==> src/design/alu_subset_pkg.sv <==
/*
 * Constants for the five-operation execution datapath: operation codes,
 * operand ranges and reset values.
 * Assumes a single 50 MHz core clock and a synchronous active-high reset.
 */
package alu_subset_pkg;

   // ==========================================================
   // Operation select codes
   // ==========================================================
   localparam logic [2:0] OP_NONE     = 3'h0;
   localparam logic [2:0] OP_SUB_BOR  = 3'h1;
   localparam logic [2:0] OP_SWAP     = 3'h2;
   localparam logic [2:0] OP_XOR_LIT  = 3'h3;
   localparam logic [2:0] OP_XOR_FILE = 3'h4;
   localparam logic [2:0] OP_LOAD_DIR = 3'h5;

   // ==========================================================
   // Operand ranges and reset values
   // ==========================================================
   localparam int         DATA_W      = 8;
   localparam int         ADDR_W      = 7;
   localparam int         FILE_DEPTH  = 128;
   localparam logic [7:0] DIR_SEL_A   = 8'h05;
   localparam logic [7:0] DIR_SEL_B   = 8'h06;
   localparam logic [7:0] DIR_SEL_C   = 8'h07;
   localparam logic [7:0] ACC_RESET   = 8'h00;
   localparam logic [7:0] FILE_RESET  = 8'h00;
   localparam logic [7:0] DIR_RESET   = 8'hff;
   localparam logic       FLAG_RESET  = 1'h0;
   localparam logic       DEST_ACC    = 1'h0;
   localparam logic       DEST_FILE   = 1'h1;

endpackage

==> src/design/alu_subset.sv <==
/*
 * Execution datapath for five 8-bit operations: subtract with borrow, nibble
 * swap, xor with literal, xor with file register, load of a port direction.
 * Assumes the decoder holds op/operands stable for the two cycles of an
 * operation and starts one only when ready_o is high.
 */
module alu_subset (
   input  wire logic       clk_i,
   input  wire logic       rst_i,
   input  wire logic       start_i,
   input  wire logic [2:0] op_i,
   input  wire logic [6:0] file_addr_i,
   input  wire logic       dest_i,
   input  wire logic [7:0] literal_i,
   input  wire logic       acc_load_i,
   input  wire logic [7:0] acc_data_i,
   output logic            ready_o,
   output logic            done_o,
   output logic      [7:0] acc_o,
   output logic            carry_o,
   output logic            nibble_borrow_flag_o,
   output logic            zero_o,
   output logic      [7:0] port_a_direction_o,
   output logic      [7:0] port_b_direction_o,
   output logic      [7:0] port_c_direction_o,
   output logic      [7:0] file_rdata_o
);

   // ==========================================================
   // Sequencer
   // ==========================================================
   typedef enum logic [1:0] {
      IDLE_S  = 2'b01,
      EXEC_S  = 2'b10
   } state_type;

   state_type  state_reg;
   logic [2:0] op_reg;
   logic [6:0] addr_reg;
   logic       dest_reg;
   logic [7:0] lit_reg;
   logic [7:0] file_q;
   logic [7:0] result;
   logic [8:0] diff9;
   logic [4:0] diff5;
   logic       exec;
   logic       file_we;
   logic [6:0] read_addr;

   assign ready_o = (state_reg == IDLE_S);
   assign exec    = (state_reg == EXEC_S);

   // First cycle fetches the file byte, second computes and writes back
   always_ff @(posedge clk_i) begin
      if (rst_i) begin
         state_reg <= IDLE_S;
      end else begin
         case (state_reg)
            IDLE_S:  state_reg <= (start_i && op_i != alu_subset_pkg::OP_NONE) ? EXEC_S : IDLE_S;
            EXEC_S:  state_reg <= IDLE_S;
            default: state_reg <= IDLE_S;
         endcase
      end
   end

   always_ff @(posedge clk_i) begin
      if (rst_i) begin
         op_reg   <= alu_subset_pkg::OP_NONE;
         addr_reg <= 7'h00;
         dest_reg <= alu_subset_pkg::DEST_ACC;
         lit_reg  <= 8'h00;
      end else if (ready_o && start_i) begin
         op_reg   <= op_i;
         addr_reg <= file_addr_i;
         dest_reg <= dest_i;
         lit_reg  <= literal_i;
      end
   end

   always_ff @(posedge clk_i) begin
      if (rst_i) begin
         done_o <= 1'b0;
      end else begin
         done_o <= exec;
      end
   end

   // ==========================================================
   // Result calculation
   // ==========================================================
   // Borrow is the inverse of carry, so subtract one when carry is clear
   // subtract with borrow
   assign diff9 = {1'b0, file_q} + {1'b0, ~acc_o} + {8'h00, carry_o};
   assign diff5 = {1'b0, file_q[3:0]} + {1'b0, ~acc_o[3:0]} + {4'h0, carry_o};

   always_comb begin
      case (op_reg)
         alu_subset_pkg::OP_SUB_BOR:  result = diff9[7:0];
         alu_subset_pkg::OP_SWAP:     result = {file_q[3:0], file_q[7:4]};
         alu_subset_pkg::OP_XOR_LIT:  result = acc_o ^ lit_reg;
         alu_subset_pkg::OP_XOR_FILE: result = acc_o ^ file_q;
         default:                     result = acc_o;
      endcase
   end

   // ==========================================================
   // File registers
   // ==========================================================
   // Idle reads follow the address pins so the operand stands in the execute
   // cycle; reading only the captured address would hand over a stale byte
   assign read_addr = ready_o ? file_addr_i : addr_reg;

   assign file_we = exec && dest_reg == alu_subset_pkg::DEST_FILE
                    && (op_reg == alu_subset_pkg::OP_SUB_BOR
                        || op_reg == alu_subset_pkg::OP_SWAP
                        || op_reg == alu_subset_pkg::OP_XOR_FILE);

   file_regs u_file (
      .clk_i   (clk_i),
      .rst_i   (rst_i),
      .we_i    (file_we),
      .waddr_i (addr_reg),
      .wdata_i (result),
      .raddr_i (read_addr),
      .rdata_o (file_q)
   );

   assign file_rdata_o = file_q;

   // ==========================================================
   // Accumulator
   // ==========================================================
   always_ff @(posedge clk_i) begin
      if (rst_i) begin
         acc_o <= alu_subset_pkg::ACC_RESET;
      end else if (exec) begin
         if (op_reg == alu_subset_pkg::OP_XOR_LIT
             || (dest_reg == alu_subset_pkg::DEST_ACC
                 && (op_reg == alu_subset_pkg::OP_SUB_BOR
                     || op_reg == alu_subset_pkg::OP_SWAP
                     || op_reg == alu_subset_pkg::OP_XOR_FILE))) begin
            acc_o <= result;
         end
      end else if (acc_load_i && ready_o) begin
         acc_o <= acc_data_i;
      end
   end

   // ==========================================================
   // Status flags
   // ==========================================================
   always_ff @(posedge clk_i) begin
      if (rst_i) begin
         carry_o              <= alu_subset_pkg::FLAG_RESET;
         nibble_borrow_flag_o <= alu_subset_pkg::FLAG_RESET;
      end else if (exec && op_reg == alu_subset_pkg::OP_SUB_BOR) begin
         carry_o              <= diff9[8];
         nibble_borrow_flag_o <= diff5[4];
      end
   end

   always_ff @(posedge clk_i) begin
      if (rst_i) begin
         zero_o <= alu_subset_pkg::FLAG_RESET;
      end else if (exec && (op_reg == alu_subset_pkg::OP_SUB_BOR
                            || op_reg == alu_subset_pkg::OP_XOR_LIT
                            || op_reg == alu_subset_pkg::OP_XOR_FILE)) begin
         zero_o <= (result == 8'h00);
      end
   end

   // ==========================================================
   // Port direction registers
   // ==========================================================
   // Out-of-range selects are ignored; reset leaves all pins as inputs
   always_ff @(posedge clk_i) begin
      if (rst_i) begin
         port_a_direction_o <= alu_subset_pkg::DIR_RESET;
         port_b_direction_o <= alu_subset_pkg::DIR_RESET;
         port_c_direction_o <= alu_subset_pkg::DIR_RESET;
      end else if (exec && op_reg == alu_subset_pkg::OP_LOAD_DIR) begin
         if (lit_reg == alu_subset_pkg::DIR_SEL_A) port_a_direction_o <= acc_o;
         if (lit_reg == alu_subset_pkg::DIR_SEL_B) port_b_direction_o <= acc_o;
         if (lit_reg == alu_subset_pkg::DIR_SEL_C) port_c_direction_o <= acc_o;
      end
   end

   // ==========================================================
   // Checks
   // ==========================================================
   sub_result_a: assert property (@(posedge clk_i) disable iff (rst_i)
      exec && op_reg == alu_subset_pkg::OP_SUB_BOR && dest_reg == 1'b0 |=>
      acc_o == 8'($past(file_q) - $past(acc_o) - {7'h00, ~$past(carry_o)}))
      else $error("subtract result wrong");
   sub_dest_a: assert property (@(posedge clk_i) disable iff (rst_i)
      exec && op_reg == alu_subset_pkg::OP_SUB_BOR && dest_reg |=> $stable(acc_o))
      else $error("subtract to file touched accumulator");
   swap_flags_a: assert property (@(posedge clk_i) disable iff (rst_i)
      exec && op_reg == alu_subset_pkg::OP_SWAP |=>
      $stable(carry_o) && $stable(zero_o) && $stable(nibble_borrow_flag_o))
      else $error("swap changed flags");
   swap_dest_a: assert property (@(posedge clk_i) disable iff (rst_i)
      exec && op_reg == alu_subset_pkg::OP_SWAP && !dest_reg |=>
      acc_o == {$past(file_q[3:0]), $past(file_q[7:4])})
      else $error("swap result wrong");
   xor_lit_a: assert property (@(posedge clk_i) disable iff (rst_i)
      exec && op_reg == alu_subset_pkg::OP_XOR_LIT |=>
      acc_o == ($past(acc_o) ^ $past(lit_reg)) && $stable(carry_o))
      else $error("literal xor wrong");
   dir_load_a: assert property (@(posedge clk_i) disable iff (rst_i)
      exec && op_reg == alu_subset_pkg::OP_LOAD_DIR && lit_reg == alu_subset_pkg::DIR_SEL_B |=>
      port_b_direction_o == $past(acc_o) && $stable(zero_o))
      else $error("direction load wrong");
   xor_file_a: assert property (@(posedge clk_i) disable iff (rst_i)
      exec && op_reg == alu_subset_pkg::OP_XOR_FILE && !dest_reg |=>
      acc_o == ($past(acc_o) ^ $past(file_q)) && $stable(nibble_borrow_flag_o))
      else $error("file xor wrong");
   zero_flag_a: assert property (@(posedge clk_i) disable iff (rst_i)
      exec && op_reg == alu_subset_pkg::OP_XOR_LIT |=> zero_o == (acc_o == 8'h00))
      else $error("zero flag wrong");
   op_done_a: assert property (@(posedge clk_i) disable iff (rst_i)
      ready_o && start_i && op_i != alu_subset_pkg::OP_NONE |=> ##1 done_o)
      else $error("operation did not finish");

   sub_file_c: cover property (@(posedge clk_i) disable iff (rst_i)
      exec && op_reg == alu_subset_pkg::OP_SUB_BOR && dest_reg);
   swap_c: cover property (@(posedge clk_i) disable iff (rst_i)
      exec && op_reg == alu_subset_pkg::OP_SWAP);
   dir_c: cover property (@(posedge clk_i) disable iff (rst_i)
      exec && op_reg == alu_subset_pkg::OP_LOAD_DIR);

endmodule

==> src/design/file_regs.sv <==
/*
 * File register memory: 128 bytes, one write port, one registered read port,
 * cleared by the core reset.
 * Assumes address and write strobe come from logic on the same clock.
 */
module file_regs (
   input  wire logic       clk_i,
   input  wire logic       rst_i,
   input  wire logic       we_i,
   input  wire logic [6:0] waddr_i,
   input  wire logic [7:0] wdata_i,
   input  wire logic [6:0] raddr_i,
   output logic      [7:0] rdata_o
);

   logic [7:0] mem_reg [0:alu_subset_pkg::FILE_DEPTH-1];

   // ==========================================================
   // Storage
   // ==========================================================
   // Cleared on reset: subtract, swap and file xor read a file byte, so an unknown byte
   // would spread into the accumulator; costs flops instead of a plain RAM
   always_ff @(posedge clk_i) begin
      if (rst_i) begin
         for (int k = 0; k < alu_subset_pkg::FILE_DEPTH; k++) begin
            mem_reg[k] <= alu_subset_pkg::FILE_RESET;
         end
      end else if (we_i) begin
         mem_reg[waddr_i] <= wdata_i;
      end
   end

   always_ff @(posedge clk_i) begin
      rdata_o <= mem_reg[raddr_i];
   end

endmodule

==> config.mk <==
export PLATFORM = sky130hd
export DESIGN_NAME = alu_subset
export DESIGN_NICKNAME = d
export VERILOG_FILES = /design/src/design/alu_subset_pkg.sv /design/src/design/alu_subset.sv /design/src/design/file_regs.sv
export SDC_FILE = /design/constraint.sdc
export NUM_CORES = 2
export LEC_CHECK = 0
export ABC_AREA = 0
export BUFFER_PORTS_ARGS = -buffer_cell sky130_fd_sc_hd__buf_2
export CAP_MARGIN = 20
export CELL_PAD_IN_SITES_DETAIL_PLACEMENT = 0
export CELL_PAD_IN_SITES_GLOBAL_PLACEMENT = 1
export CORE_MARGIN = 4
export CORE_UTILIZATION = 51
export DETAILED_ROUTE_END_ITERATION = 8
export PLACE_DENSITY = 0.83
export SYNTH_ARGS = -nofsm -noshare
export SYNTH_HDL_FRONTEND = slang
export SYNTH_SLANG_ARGS = --single-unit
==> constraint.sdc <==
create_clock -name clk_i -period 3.5 [get_ports clk_i]
set_clock_uncertainty 0.05 [all_clocks]
set_input_delay 0 -clock clk_i [delete_from_list [all_inputs] [get_ports clk_i]]
set_output_delay 0 -clock clk_i [all_outputs]
set_load 0.005 [all_outputs]
* Word level (Yosys, flattened, before mapping) *
Memory sizes are Yosys's and may differ from the RTL's. A register that Yosys moved wholly into a read port is not among the register bits.
Index checks and enable logic that the tools add are counted.

operators by class
  add/subtract/negate cells = 4
  magnitude comparators = 0
  bitwise logic cells = 6
  $mul = 0
  shifts and indexed selects = 0
  multiplexer cells = 14
  reduce and logical (&&, ||, !) cells = 23
  divide/modulo/power cells = 0
  eq/ne operators = 11

operators by type and width
  kind                                                                   count
  8-bit 2-to-1 mux                                                       4
  8-bit case mux with 4 select lines                                     1
  8-bit by 3-bit equality test with 1-bit output, second input constant  3
  8-bit XOR                                                              2
  7-bit 2-to-1 mux                                                       2
  8-bit by 8-bit adder with 9-bit output                                 1
  9-bit by 1-bit adder with 9-bit output                                 1
  1-bit logical AND                                                      9
  8-bit zero test                                                        1
  8-bit inverter                                                         1
  2-bit AND reduction                                                    4
  8-bit OR reduction                                                     1
  3-bit by 2-bit equality test with 1-bit output, second input constant  2
  3-bit equality test, second input constant                             2
  1-bit 2-to-1 mux                                                       6
  4-bit by 4-bit adder with 5-bit output                                 1
  5-bit by 1-bit adder with 5-bit output                                 1
  1-bit logical OR                                                       5
  4-bit inverter                                                         1
  3-bit by 1-bit equality test with 1-bit output, second input constant  1
  3-bit nonzero test                                                     1
  2-bit by 1-bit equality test with 1-bit output, second input constant  1
  2-bit equality test, second input constant                             1
  2-bit 2-to-1 mux                                                       1
  other kinds (4)                                                        5

storage, ports and cells
  output and inout bits = 45
  memory bits (read-only) = 0
  RAM bits = 1024
  bits in latches = 0
  input bits = 31
  memories kept = 1
  bits in registers = 57

memory list
  name            depth  width  rd ports  clocked after memory_dff  wr ports  RTL line         RTL
  u_file.mem_reg  128    8      1         1                         128       file_regs.sv:16  logic [7:0] mem_reg [0:alu_subset_pkg::FILE_DEPTH-1];

* Logic depth before layout (Yosys ltp) *
  depth in word-level cells = 9
  mapped depth = 13
  gate-level depth less buffers = 11

* By module *
A second synthesis with hierarchy kept.

second synthesis, totals
  cells, all modules = 3307
  area total of the unflattened synthesis = 50566.0 sq um

by module, submodules not included
  module      cells each  area each (sq um)  times used  sequential area each (sq um)
  file_regs   2908        47319.1            1           30909.6
  alu_subset  399         3246.9             1           1141.1

* Worst setup path before layout *
No wires, ideal clock.

  kind = register -> register
  from = register acc_o[0]
  to = memory u_file.mem_reg[79][6] (data pin)
  data required time = 3.185 ns
  arrival = 2.865 ns
  cell stages (with the launch flop) = 13
  path slack = 0.320 ns
  path through = dfxtp_1 -> inv_1 -> fa_1 -> inv_1 -> fa_1 -> nor2b_1 -> o31a_1 -> o21ai_0 -> o21ai_0 -> a221oi_1 -> clkbuf_1 -> buf_1 -> nor2_1

RTL lines
  element                 RTL line           RTL
  from (decl)             alu_subset.sv:19   output logic [7:0] acc_o,
  from (signal assigned)  alu_subset.sv:135  acc_o <= alu_subset_pkg::ACC_RESET;
  from (signal assigned)  alu_subset.sv:142  acc_o <= result;
  from (signal assigned)  alu_subset.sv:145  acc_o <= acc_data_i;
  to (decl)               file_regs.sv:16

* Worst setup path in the final report *
  from = register state_reg[1]
  to = register u_file.rdata_o[6], read port of u_file.mem_reg

between the ends
  word-level cells in the longest chain between the ends = 2

ends and longest elaborated chain
  element                                         RTL line           RTL
  from (decl)                                     alu_subset.sv:37   state_type state_reg;
  from (signal assigned)                          alu_subset.sv:59   IDLE_S: state_reg <= (start_i && op_i != alu_subset_pkg::OP_NONE) ? EXEC_S : IDLE_S;
  2-bit by 1-bit equality test with 1-bit output  alu_subset.sv:50   assign ready_o = (state_reg == IDLE_S);
  7-bit 2-to-1 mux                                alu_subset.sv:111  assign read_addr = ready_o ? file_addr_i : addr_reg;
  to (decl)                                       file_regs.sv:13    output logic [7:0] rdata_o

Every way passes these cells.
A chain may end at the register's enable or synchronous reset.

==> flow_summary.yaml <==
grt:
  top_usage_layer: "met2"
  grt_start_max_net_pins: 101
  grt_antenna_before_repair: 6
  grt_overflow: 0
  grt_util_met2_pct: 47.5
  met1_usage_pct: 42.1
  grt_use_met3_pct: 5.81
  grt_pass1_vias: 36794
  grt_pass1_wl_mm: 234
  grt_usage_pct: 30.2
synth:
  ys_warn_count: 0
  synthArstFlopShare_pct: 0
  syn_area_um2: 50000
  synth.avg_cell_area_um2: 10.8
  synthFlopType: "edfxtp_1"
  synth-edff-count: 1024
  synth_area_leader_cell: "edfxtp_1"
  yosysTopAreaCellShare_pct: 61.5
  syn_inst: 4639
  synth.ff_latch_count: 1089
  syn-num-nets: 4679
  ys_seq_area_share_pct: 64.1
  yosys.cell_types.count: 75
  synthTopCellsByArea: "edfxtp_1, nor2_1, nand2_1, a211oi_1, dfxtp_1"
placed_design:
  place_area_um2: 53500
  place_congestion: 0.926
  numPortBuffers: 75
  place_ws_ns: -0.427
  dpl.hpwl_mm: 104
floorplan:
  die_area_um2: 103000
  die_y_um: 321
  die_w_um: 321
  initial_core_util_pct: 51.6
  rows: 114
  ios: 76
  core_area_um2: 97000
layout:
  drive_gt1_share_pct: 12.9
  nets: 4828
  area_growth_syn_to_layout_pct: 16.0
  fin_area_um2: 58000
  largest_register_ffs: 1024
setup_path:
  end_kind: "register"
  cp.arrival_ns: 4.04
  critPathLaunchType: "register"
  worstPathRequired_ns: 4.04
  crit_type: "register to register"
  r2r_slack_ns: 0.003
  path_max_fanout: 27
pwr:
  leakage_nw: 20.5
  ir_worst_vdd_uv: 410
  p_per_area_nw_per_um2: 561
sta:
  fin_ws_ns: 0.00310
  tightest_slew_ns: 0.991
  finalCritPeriodShare_pct: 99.9
  slew-limit-headroom_pct: 32.2
  clock.fmax_mhz: 286
  finalSetupViolCount: 0
  final-max-slew-violation-count: 0
  final_hold_viol_count: 0
  fin_crit_ns: 3.50
  fin_tns_setup_ns: 0
worst_hold_path:
  holdCritPathClass: "input pin to register"
clocking:
  htree_levels: 3
  clk_pin_slew_ns: 0.06
  cts_tree: "yes"
  clk_latency_ns: 0.72
  cts_buffers: 109
  cts.sinks: 1089
  root_buffer: "clkbuf_16"
  clockBufferDepth: 3
routing:
  vias_per_cell: 6.29
  vias: 38788
  totalWireLength_mm: 159
  drcViolationCount: 0
  ant_nets: 0
  firstDrtPassIters: 8
  drt_iter0_drc: 5331
  wl_per_cell_um: 25.9
status:
  outcome: "complete, no violations"
job:
  maxCapViolCount: 0
==> Yosys cell counts, drive strengths merged (5+ instances only) <==
library cell	number
nor2	1082
edfxtp	1024
nand2	772
a211oi	286
clkbuf	261
inv	207
nand3	137
buf	112
mux2i	108
a2111oi	98
dfxtp	65
a31oi	62
a32oi	60
a21oi	45
o41ai	42
o21ai	31
nor3	30
mux4	20
nor4	20
nand4	16
nor2b	14
and3	10
a22oi	9
o211ai	9
ha	7
a32o	6
mux2	6
a211o	5
nand2b	5
xnor2	5
==> repair_timing <==
action                                 4_1_cts  5_1_grt
endpoints found under the hold margin       32        0
setup endpoints to repair                    4       42
cloned                                       0        2
buffers inserted                             3        3
resized for setup                            7       24
pin swaps                                    1        6
hold buffers                                51        0
==> worst max-delay path: stages, from the launching register on <==
cell and delay, ns:
dfxtp_1 0.34, nand2b_4 0.25, inv_6 0.15, mux2i_4 0.26, buf_12 0.23, buf_16 0.23
buf_6 0.22, mux4_2 0.55, a22oi_1 0.22, nand4_1 0.28, nand4_1 0.48, nor4b_2 0.09
==> power by group <==
part           switching (mW)  internal (mW)
registers               0.277           14.6
clock network            5.14           6.94
logic                    3.88           1.65
total                    9.29           23.2
==> through the flow <==
stage	instances	hold slack [ns]	util (%)	total power [mW]
global placement	5894	0.166	55.2	20.4
floorplan	4639	0.0860	-	17.8
finish	6162	0.0487	59.8	32.5
detailed placement	5894	0.153	55.2	20.4
CTS	6154	0.00506	59.6	32.4
global route	6159	0.0671	59.8	33.4
==> final timing paths <==
| kind | cells after the start | endpoint | startpoint |
|---|---|---|---|
| setup / recovery | 11 | u_file.rdata_o[6] | state_reg[1] |
| hold / removal | 4 | acc_o[4] | acc_load_i |
| setup reg to reg | 11 | u_file.rdata_o[6] | state_reg[1] |
| hold reg to reg | 2 | port_b_direction_o[7] | port_b_direction_o[7] |
==> final cells by class <==
class,instances,area (um^2)
fillers,7849,39000
flip-flops and latches,1089,32100
multi-input cells,2968,16000
repair buffers,411,3850
clock buffers,131,2850
well taps,1276,1600
clock inverters,75,826
inverters,209,795
diodes,3,7.51
==> routing by layer <==
metal | wire, um | vias up
met5 | 26 | -
met4 | 6570 | 4
met3 | 17900 | 350
met2 | 73100 | 2340
met1 | 61800 | 19116
li1 | - | 16978
==> placed cells by master, fill, tap and decap left out, types with 11 or more instances in the layout <==
master            n
buf_2            75
clkinv_2         26
nor2_1         1073
nor4_1           11
nand4_1          16
mux2i_1         103
buf_4           218
clkbuf_1         17
a32oi_1          60
o21ai_0          30
nand3_1         137
inv_1           205
mux4_2           20
a211oi_1        285
o41ai_1          40
a21oi_1          44
clkbuf_16       111
dfxtp_1          64
a31oi_1          56
nor3_1           28
nand2_1         769
buf_12           61
a2111oi_0        97
dlygate4sd3_1    51
clkinv_1         22
edfxtp_1       1024
bufinv_16        15
==> logic make-up (layout without fill, tap and decap cells) <==
logic type | after synthesis | count (layout) | share of synthesized area [%]
and+or+nand+nor | 2117 | 2117 | 16.9
AOI/OAI and AO/OA | 701 | 701 | 10.7
adders and majority gates | 9 | 9 | 0.255
muxes | 134 | 134 | 3.26
other | 0 | 3 | 0
xor gates and xnor gates | 7 | 7 | 0.123
buffers and inverters | 582 | 826 | 4.69
DFF | 1089 | 1089 | 64.1
Note: power is estimated with default switching activity, not from simulation.
